$ cat src/rtl/rfs_consts.svh
// Register offsets, reset values, rail indices and timing figures of the rail fault supervisor
`ifndef RFS_CONSTS_SVH
`define RFS_CONSTS_SVH

// Register offsets
`define RFS_ADDR_GOOD_A      8'h40
`define RFS_ADDR_GOOD_B      8'h41
`define RFS_ADDR_RECORD_A    8'h42
`define RFS_ADDR_RECORD_B    8'h43
`define RFS_ADDR_MASK_A      8'h44
`define RFS_ADDR_MASK_B      8'h45
`define RFS_ADDR_SHUTDOWN    8'h49
`define RFS_ADDR_DISCH_A     8'h4A
`define RFS_ADDR_SW_EN_A     8'h4E
`define RFS_ADDR_SW_EN_B     8'h4F
`define RFS_ADDR_LP_EN       8'h57
`define RFS_ADDR_VOUT_ACT    8'h50
`define RFS_ADDR_VOUT_LOW    8'h58

// Field positions
`define RFS_SHUTDOWN_FORCE_BIT 0
`define RFS_SHUTDOWN_STATE_BIT 7

// Reset values
`define RFS_MASK_RESET       8'h00
`define RFS_DISCH_RESET      4'hF
`define RFS_VOUT_RESET       8'h80
`define RFS_LP_EN_RESET      5'h1F

// Rail and regulator indices
`define RFS_RAIL_DEEP_SLEEP_3V3 14
`define RFS_RAIL_ALWAYS_ON_5V   15
`define RFS_REG_CONVERTER       1
`define RFS_REG_MEMORY          3

// Timing
`define RFS_CLK_MHZ          10
`define RFS_QUAL_US          30
`define RFS_ENABLE_BLANK_MS  10
`define RFS_WAKE_BLANK_US    100
`define RFS_SHUTDOWN_US      1

`endif

$ cat src/rtl/rfs_pkg.sv
// Types of the rail fault supervisor
package rfs_pkg;
	typedef enum logic {rfs_run, rfs_halt} rfs_state_t;
endpackage

$ cat src/rtl/rfs_supervisor.sv
// Rail fault supervisor: rail monitoring, emergency shutdown, discharge, low power and RTC path
// Notes on behaviour
// Each enabled rail has a readable good bit, one inside window, zero outside.
// Any unmasked rail fault shuts all rails down by default.
// Faulting rail is recorded in battery-backed fault source registers.
// A set mask bit stops that rail's fault from causing shutdown.
// Faults on a rail are ignored for 10 ms after it is enabled.
// Fault detection suppressed 100 us after system power good rises.
// Deep-sleep 3.3 V and always-on 5 V rails are never monitored; here only their fault trip is blocked, their good bits still read.
// Current limit alone never shuts down; only a qualified droop does.
// Fault needs out-of-window output lasting at least 30 us.
// Shutdown starts only on lockouts, rail fault, overtemp, request pin, forced write.
// Every rail is disabled within 1 us of shutdown.
// Internal 3.3 V, 5 V and reference stay on while inputs exceed lockout.
// Discharge connects only when configured and regulator disabled.
// Rail voltage codes come from writable control registers.
// Integrated converter uses low-power voltage while idle sleep is low.
// Termination pin steers memory regulator; low-power pin steers the other four.
// Good monitoring is unaffected by low-power entry and exit.
// Small ramp above 11 V, large ramp again 1.1 V lower.
// RTC domain fed from higher of coin cell and main input via 3.1 V.
// Below 5.4 V main input, RTC regulator bypassed, coin cell feeds domain.
// Shutdown held until button falling edge, adapter rising, or input lockout.
// Low-power pin low selects low power, high selects active mode.
// Each rail has its own blanking timer restarted on every enable.
`timescale 1ns/1ns
`include "rfs_consts.svh"
module rfs_supervisor
#(
	parameter int NRAIL        = 16,
	parameter int NREG         = 5,
	parameter int BLANK_CYCLES = `RFS_ENABLE_BLANK_MS * 1000 * `RFS_CLK_MHZ
)
(
	// Clock and resets
	input  wire logic                clk,
	input  wire logic                reset_n,
	input  wire logic                rtc_reset_n,
	// Register port
	input  wire logic [7:0]          reg_addr,
	input  wire logic [7:0]          reg_wdata,
	input  wire logic                reg_we,
	input  wire logic                reg_re,
	output logic      [7:0]          reg_rdata,
	// Rail comparators and enable pins
	input  wire logic [NRAIL-1:0]    rail_in_window,
	input  wire logic [NRAIL-1:0]    rail_enable_pin,
	// Platform pins
	input  wire logic                shutdown_request_n,
	input  wire logic                platform_idle_sleep_n,
	input  wire logic                memory_termination_control,
	input  wire logic                low_power_request_n,
	input  wire logic                system_power_good,
	input  wire logic                power_button_input,
	input  wire logic                adapter_present,
	// Supply comparators
	input  wire logic                main_input_lockout,
	input  wire logic                ldo_input_lockout,
	input  wire logic                die_over_temp,
	input  wire logic                vin_above_11v,
	input  wire logic                vin_below_9v9,
	input  wire logic                vin_above_5v4,
	input  wire logic                coin_above_main,
	// Rail controls
	output logic      [NRAIL-1:0]    rail_on,
	output logic      [NRAIL-1:0]    rail_discharge,
	output logic      [NREG*8-1:0]   regulator_vsel,
	output logic      [NREG-1:0]     regulator_low_power,
	// Internal supplies and status
	output logic                     ldo3_enable,
	output logic                     ldo5_enable,
	output logic                     reference_enable,
	output logic                     small_ramp,
	output logic                     rtc_ldo_enable,
	output logic                     rtc_from_coin,
	output logic                     shutdown_active
);
	localparam int NMISC = 14;
	localparam int NSYNC = NMISC + 2 * NRAIL;
	localparam int QUAL_CYCLES = `RFS_QUAL_US * `RFS_CLK_MHZ;
	localparam int WAKE_CYCLES = `RFS_WAKE_BLANK_US * `RFS_CLK_MHZ;
	localparam int BW = $clog2(BLANK_CYCLES + 1);
	localparam int QW = $clog2(QUAL_CYCLES + 1);
	localparam int WW = $clog2(WAKE_CYCLES + 1);
	localparam logic [NSYNC-1:0] SYNC_INIT = NSYNC'(14'h002F);
	localparam logic [NRAIL-1:0] EXCLUDED = (NRAIL'(1) << `RFS_RAIL_DEEP_SLEEP_3V3)
		| (NRAIL'(1) << `RFS_RAIL_ALWAYS_ON_5V);

	// Input synchronisers, three stages, change taken when stages two and three agree
	logic [NSYNC-1:0] s1_r, s2_r, s3_r, filt_r, filt_d_r;
	wire  [NSYNC-1:0] raw = {rail_enable_pin, rail_in_window, coin_above_main, vin_above_5v4,
		vin_below_9v9, vin_above_11v, die_over_temp, ldo_input_lockout, main_input_lockout,
		adapter_present, power_button_input, system_power_good, low_power_request_n,
		memory_termination_control, platform_idle_sleep_n, shutdown_request_n};
	wire  [NSYNC-1:0] filt_nxt = (~(s2_r ^ s3_r) & s3_r) | ((s2_r ^ s3_r) & filt_r);

	always_ff @(posedge clk or negedge reset_n)
		if (!reset_n)
		begin
			s1_r     <= SYNC_INIT;
			s2_r     <= SYNC_INIT;
			s3_r     <= SYNC_INIT;
			filt_r   <= SYNC_INIT;
			filt_d_r <= SYNC_INIT;
		end
		else
		begin
			s1_r     <= raw;
			s2_r     <= s1_r;
			s3_r     <= s2_r;
			filt_r   <= filt_nxt;
			filt_d_r <= filt_r;
		end

	wire             sdreq_n_f  = filt_r[0];
	wire             idle_n_f   = filt_r[1];
	wire             memterm_f  = filt_r[2];
	wire             lpreq_n_f  = filt_r[3];
	wire             spg_rise   = filt_r[4] & ~filt_d_r[4];
	wire             btn_fall   = ~filt_r[5] & filt_d_r[5];
	wire             adp_rise   = filt_r[6] & ~filt_d_r[6];
	wire             mlock_f    = filt_r[7];
	wire             mlock_rise = filt_r[7] & ~filt_d_r[7];
	wire             llock_f    = filt_r[8];
	wire             otemp_f    = filt_r[9];
	wire             above11_f  = filt_r[10];
	wire             below99_f  = filt_r[11];
	wire             above54_f  = filt_r[12];
	wire             coinhi_f   = filt_r[13];
	wire [NRAIL-1:0] win_f      = filt_r[NMISC +: NRAIL];
	wire [NRAIL-1:0] en_pin_f   = filt_r[NMISC + NRAIL +: NRAIL];

	// Software registers
	logic [NRAIL-1:0]  mask_r, sw_en_r, disch_cfg_r, record_r;
	logic [7:0]        sdctl_r;
	logic [NREG-1:0]   lp_en_r;
	logic [7:0]        vout_act_r [NREG];
	logic [7:0]        vout_low_r [NREG];
	rfs_pkg::rfs_state_t state_r, state_nxt;

	wire wr_mask_a  = reg_we & (reg_addr == `RFS_ADDR_MASK_A);
	wire wr_mask_b  = reg_we & (reg_addr == `RFS_ADDR_MASK_B);
	wire wr_swen_a  = reg_we & (reg_addr == `RFS_ADDR_SW_EN_A);
	wire wr_swen_b  = reg_we & (reg_addr == `RFS_ADDR_SW_EN_B);
	wire wr_rec_a   = reg_we & (reg_addr == `RFS_ADDR_RECORD_A);
	wire wr_rec_b   = reg_we & (reg_addr == `RFS_ADDR_RECORD_B);
	wire wr_sdctl   = reg_we & (reg_addr == `RFS_ADDR_SHUTDOWN);
	wire wr_lp_en   = reg_we & (reg_addr == `RFS_ADDR_LP_EN);
	wire force_wr   = wr_sdctl & reg_wdata[`RFS_SHUTDOWN_FORCE_BIT];
	wire [NRAIL-1:0] rec_clr = {wr_rec_b ? reg_wdata : 8'h00, wr_rec_a ? reg_wdata : 8'h00};

	always_ff @(posedge clk or negedge reset_n)
		if (!reset_n)
		begin
			mask_r  <= {2{`RFS_MASK_RESET}};
			sw_en_r <= '0;
			sdctl_r <= 8'h00;
			lp_en_r <= `RFS_LP_EN_RESET;
		end
		else
		begin
			if (wr_mask_a) mask_r[7:0]   <= reg_wdata;
			if (wr_mask_b) mask_r[15:8]  <= reg_wdata;
			if (wr_swen_a) sw_en_r[7:0]  <= reg_wdata;
			if (wr_swen_b) sw_en_r[15:8] <= reg_wdata;
			if (wr_sdctl)  sdctl_r       <= reg_wdata;
			if (wr_lp_en)  lp_en_r       <= reg_wdata[NREG-1:0];
		end

	// Discharge configuration, four rails per register
	genvar g;
	generate
		for (g = 0; g < NRAIL / 4; g++)
		begin : g_disch
			wire wr_d = reg_we & (reg_addr == `RFS_ADDR_DISCH_A + 8'(g));
			always_ff @(posedge clk or negedge reset_n)
				if (!reset_n)
					disch_cfg_r[g*4 +: 4] <= `RFS_DISCH_RESET;
				else if (wr_d)
					disch_cfg_r[g*4 +: 4] <= reg_wdata[3:0];
		end
	endgenerate

	// Per-regulator voltage codes and low-power selection
	logic [NREG-1:0] lp_req;
	generate
		for (g = 0; g < NREG; g++)
		begin : g_vreg
			wire wr_act = reg_we & (reg_addr == `RFS_ADDR_VOUT_ACT + 8'(g));
			wire wr_low = reg_we & (reg_addr == `RFS_ADDR_VOUT_LOW + 8'(g));
			if (g == `RFS_REG_MEMORY)
				assign lp_req[g] = ~memterm_f;
			else if (g == `RFS_REG_CONVERTER)
				assign lp_req[g] = ~idle_n_f | ~lpreq_n_f;
			else
				assign lp_req[g] = ~lpreq_n_f;
			wire lp_sel = lp_req[g] & lp_en_r[g];
			always_ff @(posedge clk or negedge reset_n)
				if (!reset_n)
				begin
					vout_act_r[g]            <= `RFS_VOUT_RESET;
					vout_low_r[g]            <= `RFS_VOUT_RESET;
					regulator_vsel[g*8 +: 8] <= `RFS_VOUT_RESET;
					regulator_low_power[g]   <= 1'b0;
				end
				else
				begin
					if (wr_act) vout_act_r[g] <= reg_wdata;
					if (wr_low) vout_low_r[g] <= reg_wdata;
					regulator_vsel[g*8 +: 8] <= lp_sel ? vout_low_r[g] : vout_act_r[g];
					regulator_low_power[g]   <= lp_sel;
				end
		end
	endgenerate

	// Wake blanking after system power good rises
	logic [WW-1:0] wake_cnt_r;
	wire           wake_blank = wake_cnt_r != '0;
	always_ff @(posedge clk or negedge reset_n)
		if (!reset_n)
			wake_cnt_r <= '0;
		else if (spg_rise)
			wake_cnt_r <= WW'(WAKE_CYCLES);
		else if (wake_blank)
			wake_cnt_r <= wake_cnt_r - WW'(1);

	// Per-rail blanking, qualification and good status
	logic [NRAIL-1:0] qual, good;
	generate
		for (g = 0; g < NRAIL; g++)
		begin : g_rail
			logic [BW-1:0] blank_r;
			logic [QW-1:0] bad_r;
			wire           on  = rail_on[g];
			wire           out = on & ~win_f[g];
			always_ff @(posedge clk or negedge reset_n)
				if (!reset_n)
				begin
					blank_r <= BW'(BLANK_CYCLES);
					bad_r   <= '0;
				end
				else
				begin
					if (!on)
						blank_r <= BW'(BLANK_CYCLES);
					else if (blank_r != '0)
						blank_r <= blank_r - BW'(1);
					if (!out)
						bad_r <= '0;
					else if (bad_r != QW'(QUAL_CYCLES))
						bad_r <= bad_r + QW'(1);
				end
			// Low-power state deliberately not a term here
			assign good[g] = on & win_f[g];
			assign qual[g] = (bad_r == QW'(QUAL_CYCLES)) & (blank_r == '0) & ~wake_blank
				& ~EXCLUDED[g];
		end
	endgenerate

	// Fault source record, kept on the battery-backed reset; set wins over clear
	wire [NRAIL-1:0] fault_trip = qual & ~mask_r;
	always_ff @(posedge clk or negedge rtc_reset_n)
		if (!rtc_reset_n)
			record_r <= '0;
		else
			record_r <= (record_r & ~rec_clr) | fault_trip;

	// Emergency shutdown sequencing
	wire trip_hold = (|fault_trip) | llock_f | otemp_f | ~sdreq_n_f | force_wr;
	wire trip      = trip_hold | mlock_f;
	wire exit_evt  = btn_fall | adp_rise | mlock_rise;
	always_comb
	begin
		state_nxt = state_r;
		case (state_r)
			rfs_pkg::rfs_run:
				if (trip)
					state_nxt = rfs_pkg::rfs_halt;
			rfs_pkg::rfs_halt:
				if (exit_evt && !trip_hold)
					state_nxt = rfs_pkg::rfs_run;
			default:
				state_nxt = rfs_pkg::rfs_halt;
		endcase
	end

	wire             halt_nxt = state_nxt == rfs_pkg::rfs_halt;
	wire [NRAIL-1:0] en_req   = en_pin_f | sw_en_r;
	wire [NRAIL-1:0] on_nxt   = halt_nxt | mlock_f ? '0 : en_req;
	wire [7:0] rd_mux =
		reg_addr == `RFS_ADDR_GOOD_A   ? good[7:0] :
		reg_addr == `RFS_ADDR_GOOD_B   ? good[15:8] :
		reg_addr == `RFS_ADDR_RECORD_A ? record_r[7:0] :
		reg_addr == `RFS_ADDR_RECORD_B ? record_r[15:8] :
		reg_addr == `RFS_ADDR_MASK_A   ? mask_r[7:0] :
		reg_addr == `RFS_ADDR_MASK_B   ? mask_r[15:8] :
		reg_addr == `RFS_ADDR_SW_EN_A  ? sw_en_r[7:0] :
		reg_addr == `RFS_ADDR_SW_EN_B  ? sw_en_r[15:8] :
		reg_addr == `RFS_ADDR_SHUTDOWN ? {shutdown_active, sdctl_r[6:0]} :
		reg_addr == `RFS_ADDR_LP_EN    ? 8'(lp_en_r) :
		reg_addr == `RFS_ADDR_DISCH_A        ? {4'h0, disch_cfg_r[3:0]} :
		reg_addr == `RFS_ADDR_DISCH_A + 8'h1 ? {4'h0, disch_cfg_r[7:4]} :
		reg_addr == `RFS_ADDR_DISCH_A + 8'h2 ? {4'h0, disch_cfg_r[11:8]} :
		reg_addr == `RFS_ADDR_DISCH_A + 8'h3 ? {4'h0, disch_cfg_r[15:12]} : 8'h00;

	always_ff @(posedge clk or negedge reset_n)
		if (!reset_n)
		begin
			state_r          <= rfs_pkg::rfs_run;
			rail_on          <= '0;
			rail_discharge   <= '0;
			shutdown_active  <= 1'b0;
			reg_rdata        <= 8'h00;
			ldo3_enable      <= 1'b0;
			ldo5_enable      <= 1'b0;
			reference_enable <= 1'b0;
			small_ramp       <= 1'b0;
			rtc_ldo_enable   <= 1'b0;
			rtc_from_coin    <= 1'b1;
		end
		else
		begin
			state_r          <= state_nxt;
			rail_on          <= on_nxt;
			rail_discharge   <= disch_cfg_r & ~on_nxt;
			shutdown_active  <= halt_nxt;
			if (reg_re)
				reg_rdata <= rd_mux;
			ldo3_enable      <= ~llock_f;
			ldo5_enable      <= ~mlock_f;
			reference_enable <= ~mlock_f;
			if (above11_f)
				small_ramp <= 1'b1;
			else if (below99_f)
				small_ramp <= 1'b0;
			rtc_ldo_enable   <= above54_f & ~mlock_f;
			rtc_from_coin    <= ~above54_f | mlock_f | coinhi_f;
		end
endmodule

$ cat config.mk
export PLATFORM = sky130hd
export DESIGN_NAME = rfs_supervisor
export DESIGN_NICKNAME = d
export VERILOG_FILES = /design/src/rtl/rfs_pkg.sv /design/src/rtl/rfs_supervisor.sv
export VERILOG_INCLUDE_DIRS = /design/src /design/src/rtl
export SDC_FILE = /design/constraint.sdc
export NUM_CORES = 1
export LEC_CHECK = 0
export ABC_CLOCK_PERIOD_IN_PS = 2540
export BUFFER_PORTS_ARGS = -buffer_cell sky130_fd_sc_hd__buf_2
export CAP_MARGIN = 0
export CORE_MARGIN = 3
export CORE_UTILIZATION = 56
export DETAILED_ROUTE_END_ITERATION = 8
export GPL_TIMING_DRIVEN = 0
export PLACE_DENSITY = 0.77
export SKIP_LAST_GASP = 1
export SYNTH_ARGS = -nofsm -noshare
export SYNTH_HDL_FRONTEND = slang
export SYNTH_SLANG_ARGS = --single-unit
export TNS_END_PERCENT = 30
$ cat constraint.sdc
create_clock -name clk -period 2.54 [get_ports clk]
set_input_delay 0.635 -clock clk [delete_from_list [all_inputs] [get_ports clk]]
set_output_delay 0.635 -clock clk [all_outputs]
set_load 0.005 [all_outputs]
==> results.yml <==
outcome:
  status: "complete, but fails checks"
  violations: "setup timing"
critical_path:
  path_common_cell: "clkbuf_1"
  path_max_fanout: 10
  end_kind: "register"
  critPathKind: "in -> reg"
  crit_family: "simple AND/OR/NAND/NOR gates"
  r2r_setup_slack_ns: -0.14
  critPathLaunchType: "input pin"
  arrival_ns: 3.26
  cp_num_buf_inv: 3
  slowest_stage: "nor3_2"
  cp.required_ns: 3.07
  path_cells: "buf_2, or4b_1, clkbuf_1, clkbuf_1, nor3_2, nand2_1, mux2_2"
  crit_path_max_incr_delay_ns: 0.59
synthesis:
  synth_warnings: 0
  syn_area_um2: 34800
  synth_seq_cells: 809
  synth-edff-count: 0
  synth_flop_cell: "dfrtp_1"
  synth_nets: 3140
  synth.area.top_cells: "dfrtp_1 (48%), dfstp_2 (11%), mux2_2 (5.3%)"
  syn_inst: 3015
  yosysTopAreaCell: "dfrtp_1"
  yosys.area.top_type_share_pct: 48.0
  synth_async_sr_flop_share_pct: 100
  synth_seq_area_share_pct: 58.7
  synthDistinctLibCells: 82
  synth_area_per_cell_um2: 11.5
power_and_ir_drop:
  leakage_nw: 18.0
  power_density_nw_per_um2: 682
  vdd_ir_drop_max_mv: 0.621
  power_mw: 27.9
placement:
  gp_congestion: 0.941
  portBuffers: 155
  placed_area_um2: 36800
  hpwl_mm: 55.6
die:
  io_pins: 159
  die_w_um: 255
  coreArea_um2: 60900
  rows: 90
  die_area_um2: 65100
  start_util_pct: 57.1
  die_h_um: 255
global_route:
  grt-ovfl-total: 0
  antenna_found_initial: 3
  track_usage_pct: 25.8
  first_global_vias: 25555
  grt_pass1_wl_mm: 134
  grt_max_degree: 139
cells_and_area:
  final_util_pct: 67.0
  multiInputGateArea_um2: 14200
  fin_nets: 3444
  n_fill_cell: 4246
  regArea_um2: 20400
  final_cell_mix: "dfrtp_1 (666), nand2_1 (248), nor2_1 (235)"
  drive_gt1_share_pct: 22.3
  area_growth_pct: 17.4
  final_common_cell: "dfrtp_1"
  stdcell_area_um2: 40800
routing:
  via_per_inst: 5.92
  dr.pass1.iters: 8
  top_layer: "met5"
  drt.antenna.violating_nets: 0
  wl_met2_mm: 40.8
  wirelength_mm: 84.0
  remaining_drc_errors: 0
  vias: 24982
  drt_iter0_drc: 1885
  met1_length_mm: 34.4
  met3WireLength_mm: 5.64
  wl_per_cell_um: 19.9
clock_network:
  cts_tree: "built"
  clkTransAtPathRegs_ns: 0.06
  cts_root_buf: "clkbuf_16"
  cts.sinks: 809
  numCtsBuffers: 82
  clkLatencyLatePin_ns: 0.65
  clock_path_buffers: 3
  htree_levels: 3
min_path:
  hold_class: "in -> async"
sta:
  skew_ns: 0.0494
  rsz0062_at_grt: "true"
  fin_crit_sh_pct: 107
  report.final.slew_viol_count: 0
  worst_slew_pin_slew_ns: 0.854
  fmax_mhz: 367
  timing.final.ws_setup_ns: -0.187
  finalSetupViolations: 46
  hold_violations: 0
  layout_min_cycle_time_ns: 2.73
  maxSlewHeadroom_pct: 41.6
run:
  maxCapViolCount: 0
[routing by layer]
metal	GRT usage [%]	vias to the layer above
met2	42.3	876
met5	0	-
met3	5.68	223
li1	-	11209
met1	33.6	12672
met4	10.4	2
[cells by family after synthesis]
group / after synthesis / synth area share, %
XOR/XNOR: 233 / 5.87
AND/OR/NAND/NOR: 1197 / 18.1
buffers and inverters: 171 / 1.91
AO/OA/AOI/OAI: 322 / 6.29
flip-flops: 809 / 58.7
multiplexers: 179 / 5.74
adder cells (fa/ha/maj): 104 / 3.41
[worst paths after layout]
| path | endpoint | startpoint | depth (start not counted) |
|---|---|---|---|
| max | sw_en_r[15]$_DFFE_PN0P_ | reg_addr[5] | 7 |
| min | asynchronous set/reset pin | reset_n | 1 |
| max reg2reg | rail_on[12]$_DFF_PN0_ | g_rail[1].blank_r[11]$_DFFE_PN0P_ | 10 |
| min reg2reg | s2_r[45]$_DFF_PN0_ | s1_r[45]$_DFF_PN0_ | 0 |
| max in group asynchronous | s1_r[3]$_DFF_PN1_ | reset_n | 3 |
| min in group clk | s1_r[2]$_DFF_PN1_ | memory_termination_control | 1 |
[report_power, final]
group | total [mW] | internal [mW] | switching, mW
clock network | 12.5 | 7.36 | 5.18
registers | 13.8 | 13.4 | 0.361
logic | 1.57 | 0.625 | 0.941
total | 27.9 | 21.4 | 6.48
[state kept, by name, indices dropped and copies added (netlist names), 40 cells and up, named ones only]
register	cells
s2_r	46
regulator_vsel	40
s1_r	46
s3_r	46
g_rail.blank_r	238
g_rail.bad_r	126
vout_act_r	40
vout_low_r	40
[per-stage QoR]
| stage | setup TNS (ns) | setup slack (ns) | hold slack (ns) | cells |
|---|---|---|---|---|
| 2_1_floorplan | -0.146 | -0.0456 | 0.331 | 3015 |
| 3_3_place_gp | - | -14.82 | 0.333 | 3998 |
| 3_5_place_dp | -108.43 | -1.56 | 0.335 | 4004 |
| 4_1_cts | -2.15 | -0.119 | 0.0570 | 4199 |
| 5_1_grt | -8.03 | -0.229 | 0.0650 | 4215 |
| 6_report | -4.36 | -0.187 | 0.0739 | 4218 |
[layout make-up]
| type | instances | area share [%] |
|---|---|---|
| Antenna cell | 3 | 0.0184 |
| Inverter | 79 | 0.726 |
| Multi-Input combinational cell | 2035 | 34.8 |
| Tap cell | 828 | 2.54 |
| Timing Repair Buffer | 224 | 3.82 |
| Sequential cell | 809 | 50.0 |
| Clock buffer | 119 | 5.59 |
| Buffer | 88 | 1.12 |
| Clock inverter | 33 | 1.35 |
[cells in the mapped netlist (all sizes together), types with 6 or more instances]
master,number
dfrtp,667
nand2,248
nor2,237
mux2,163
dfstp,142
xor2,135
and2,108
nand3,106
o21ai,99
xnor2,98
nor3,85
clkbuf,79
inv,79
nor4,78
nand4,66
or3,64
a21oi,63
ha,58
maj3,46
nand2b,42
or4,32
nor2b,28
a21boi,27
and3,25
nor4b,18
mux2i,16
o41a,16
buf,13
nand3b,12
nor3b,11
o211a,11
o211ai,10
a31oi,9
a32oi,9
nand4b,8
o2111ai,8
a211oi,7
o41ai,7
o31ai,6
or2,6
[timing repair]
item / CTS / global route
hold endpoints to repair: 16 / 0
hold buffers: 1 / 0
setup endpoints to repair: 84 / 100
cloned: 4 / 2
setup buffers: 42 / 14
resized for setup: 93 / 33
pin swaps: 25 / 18
Power figures use the tool's default switching activity.
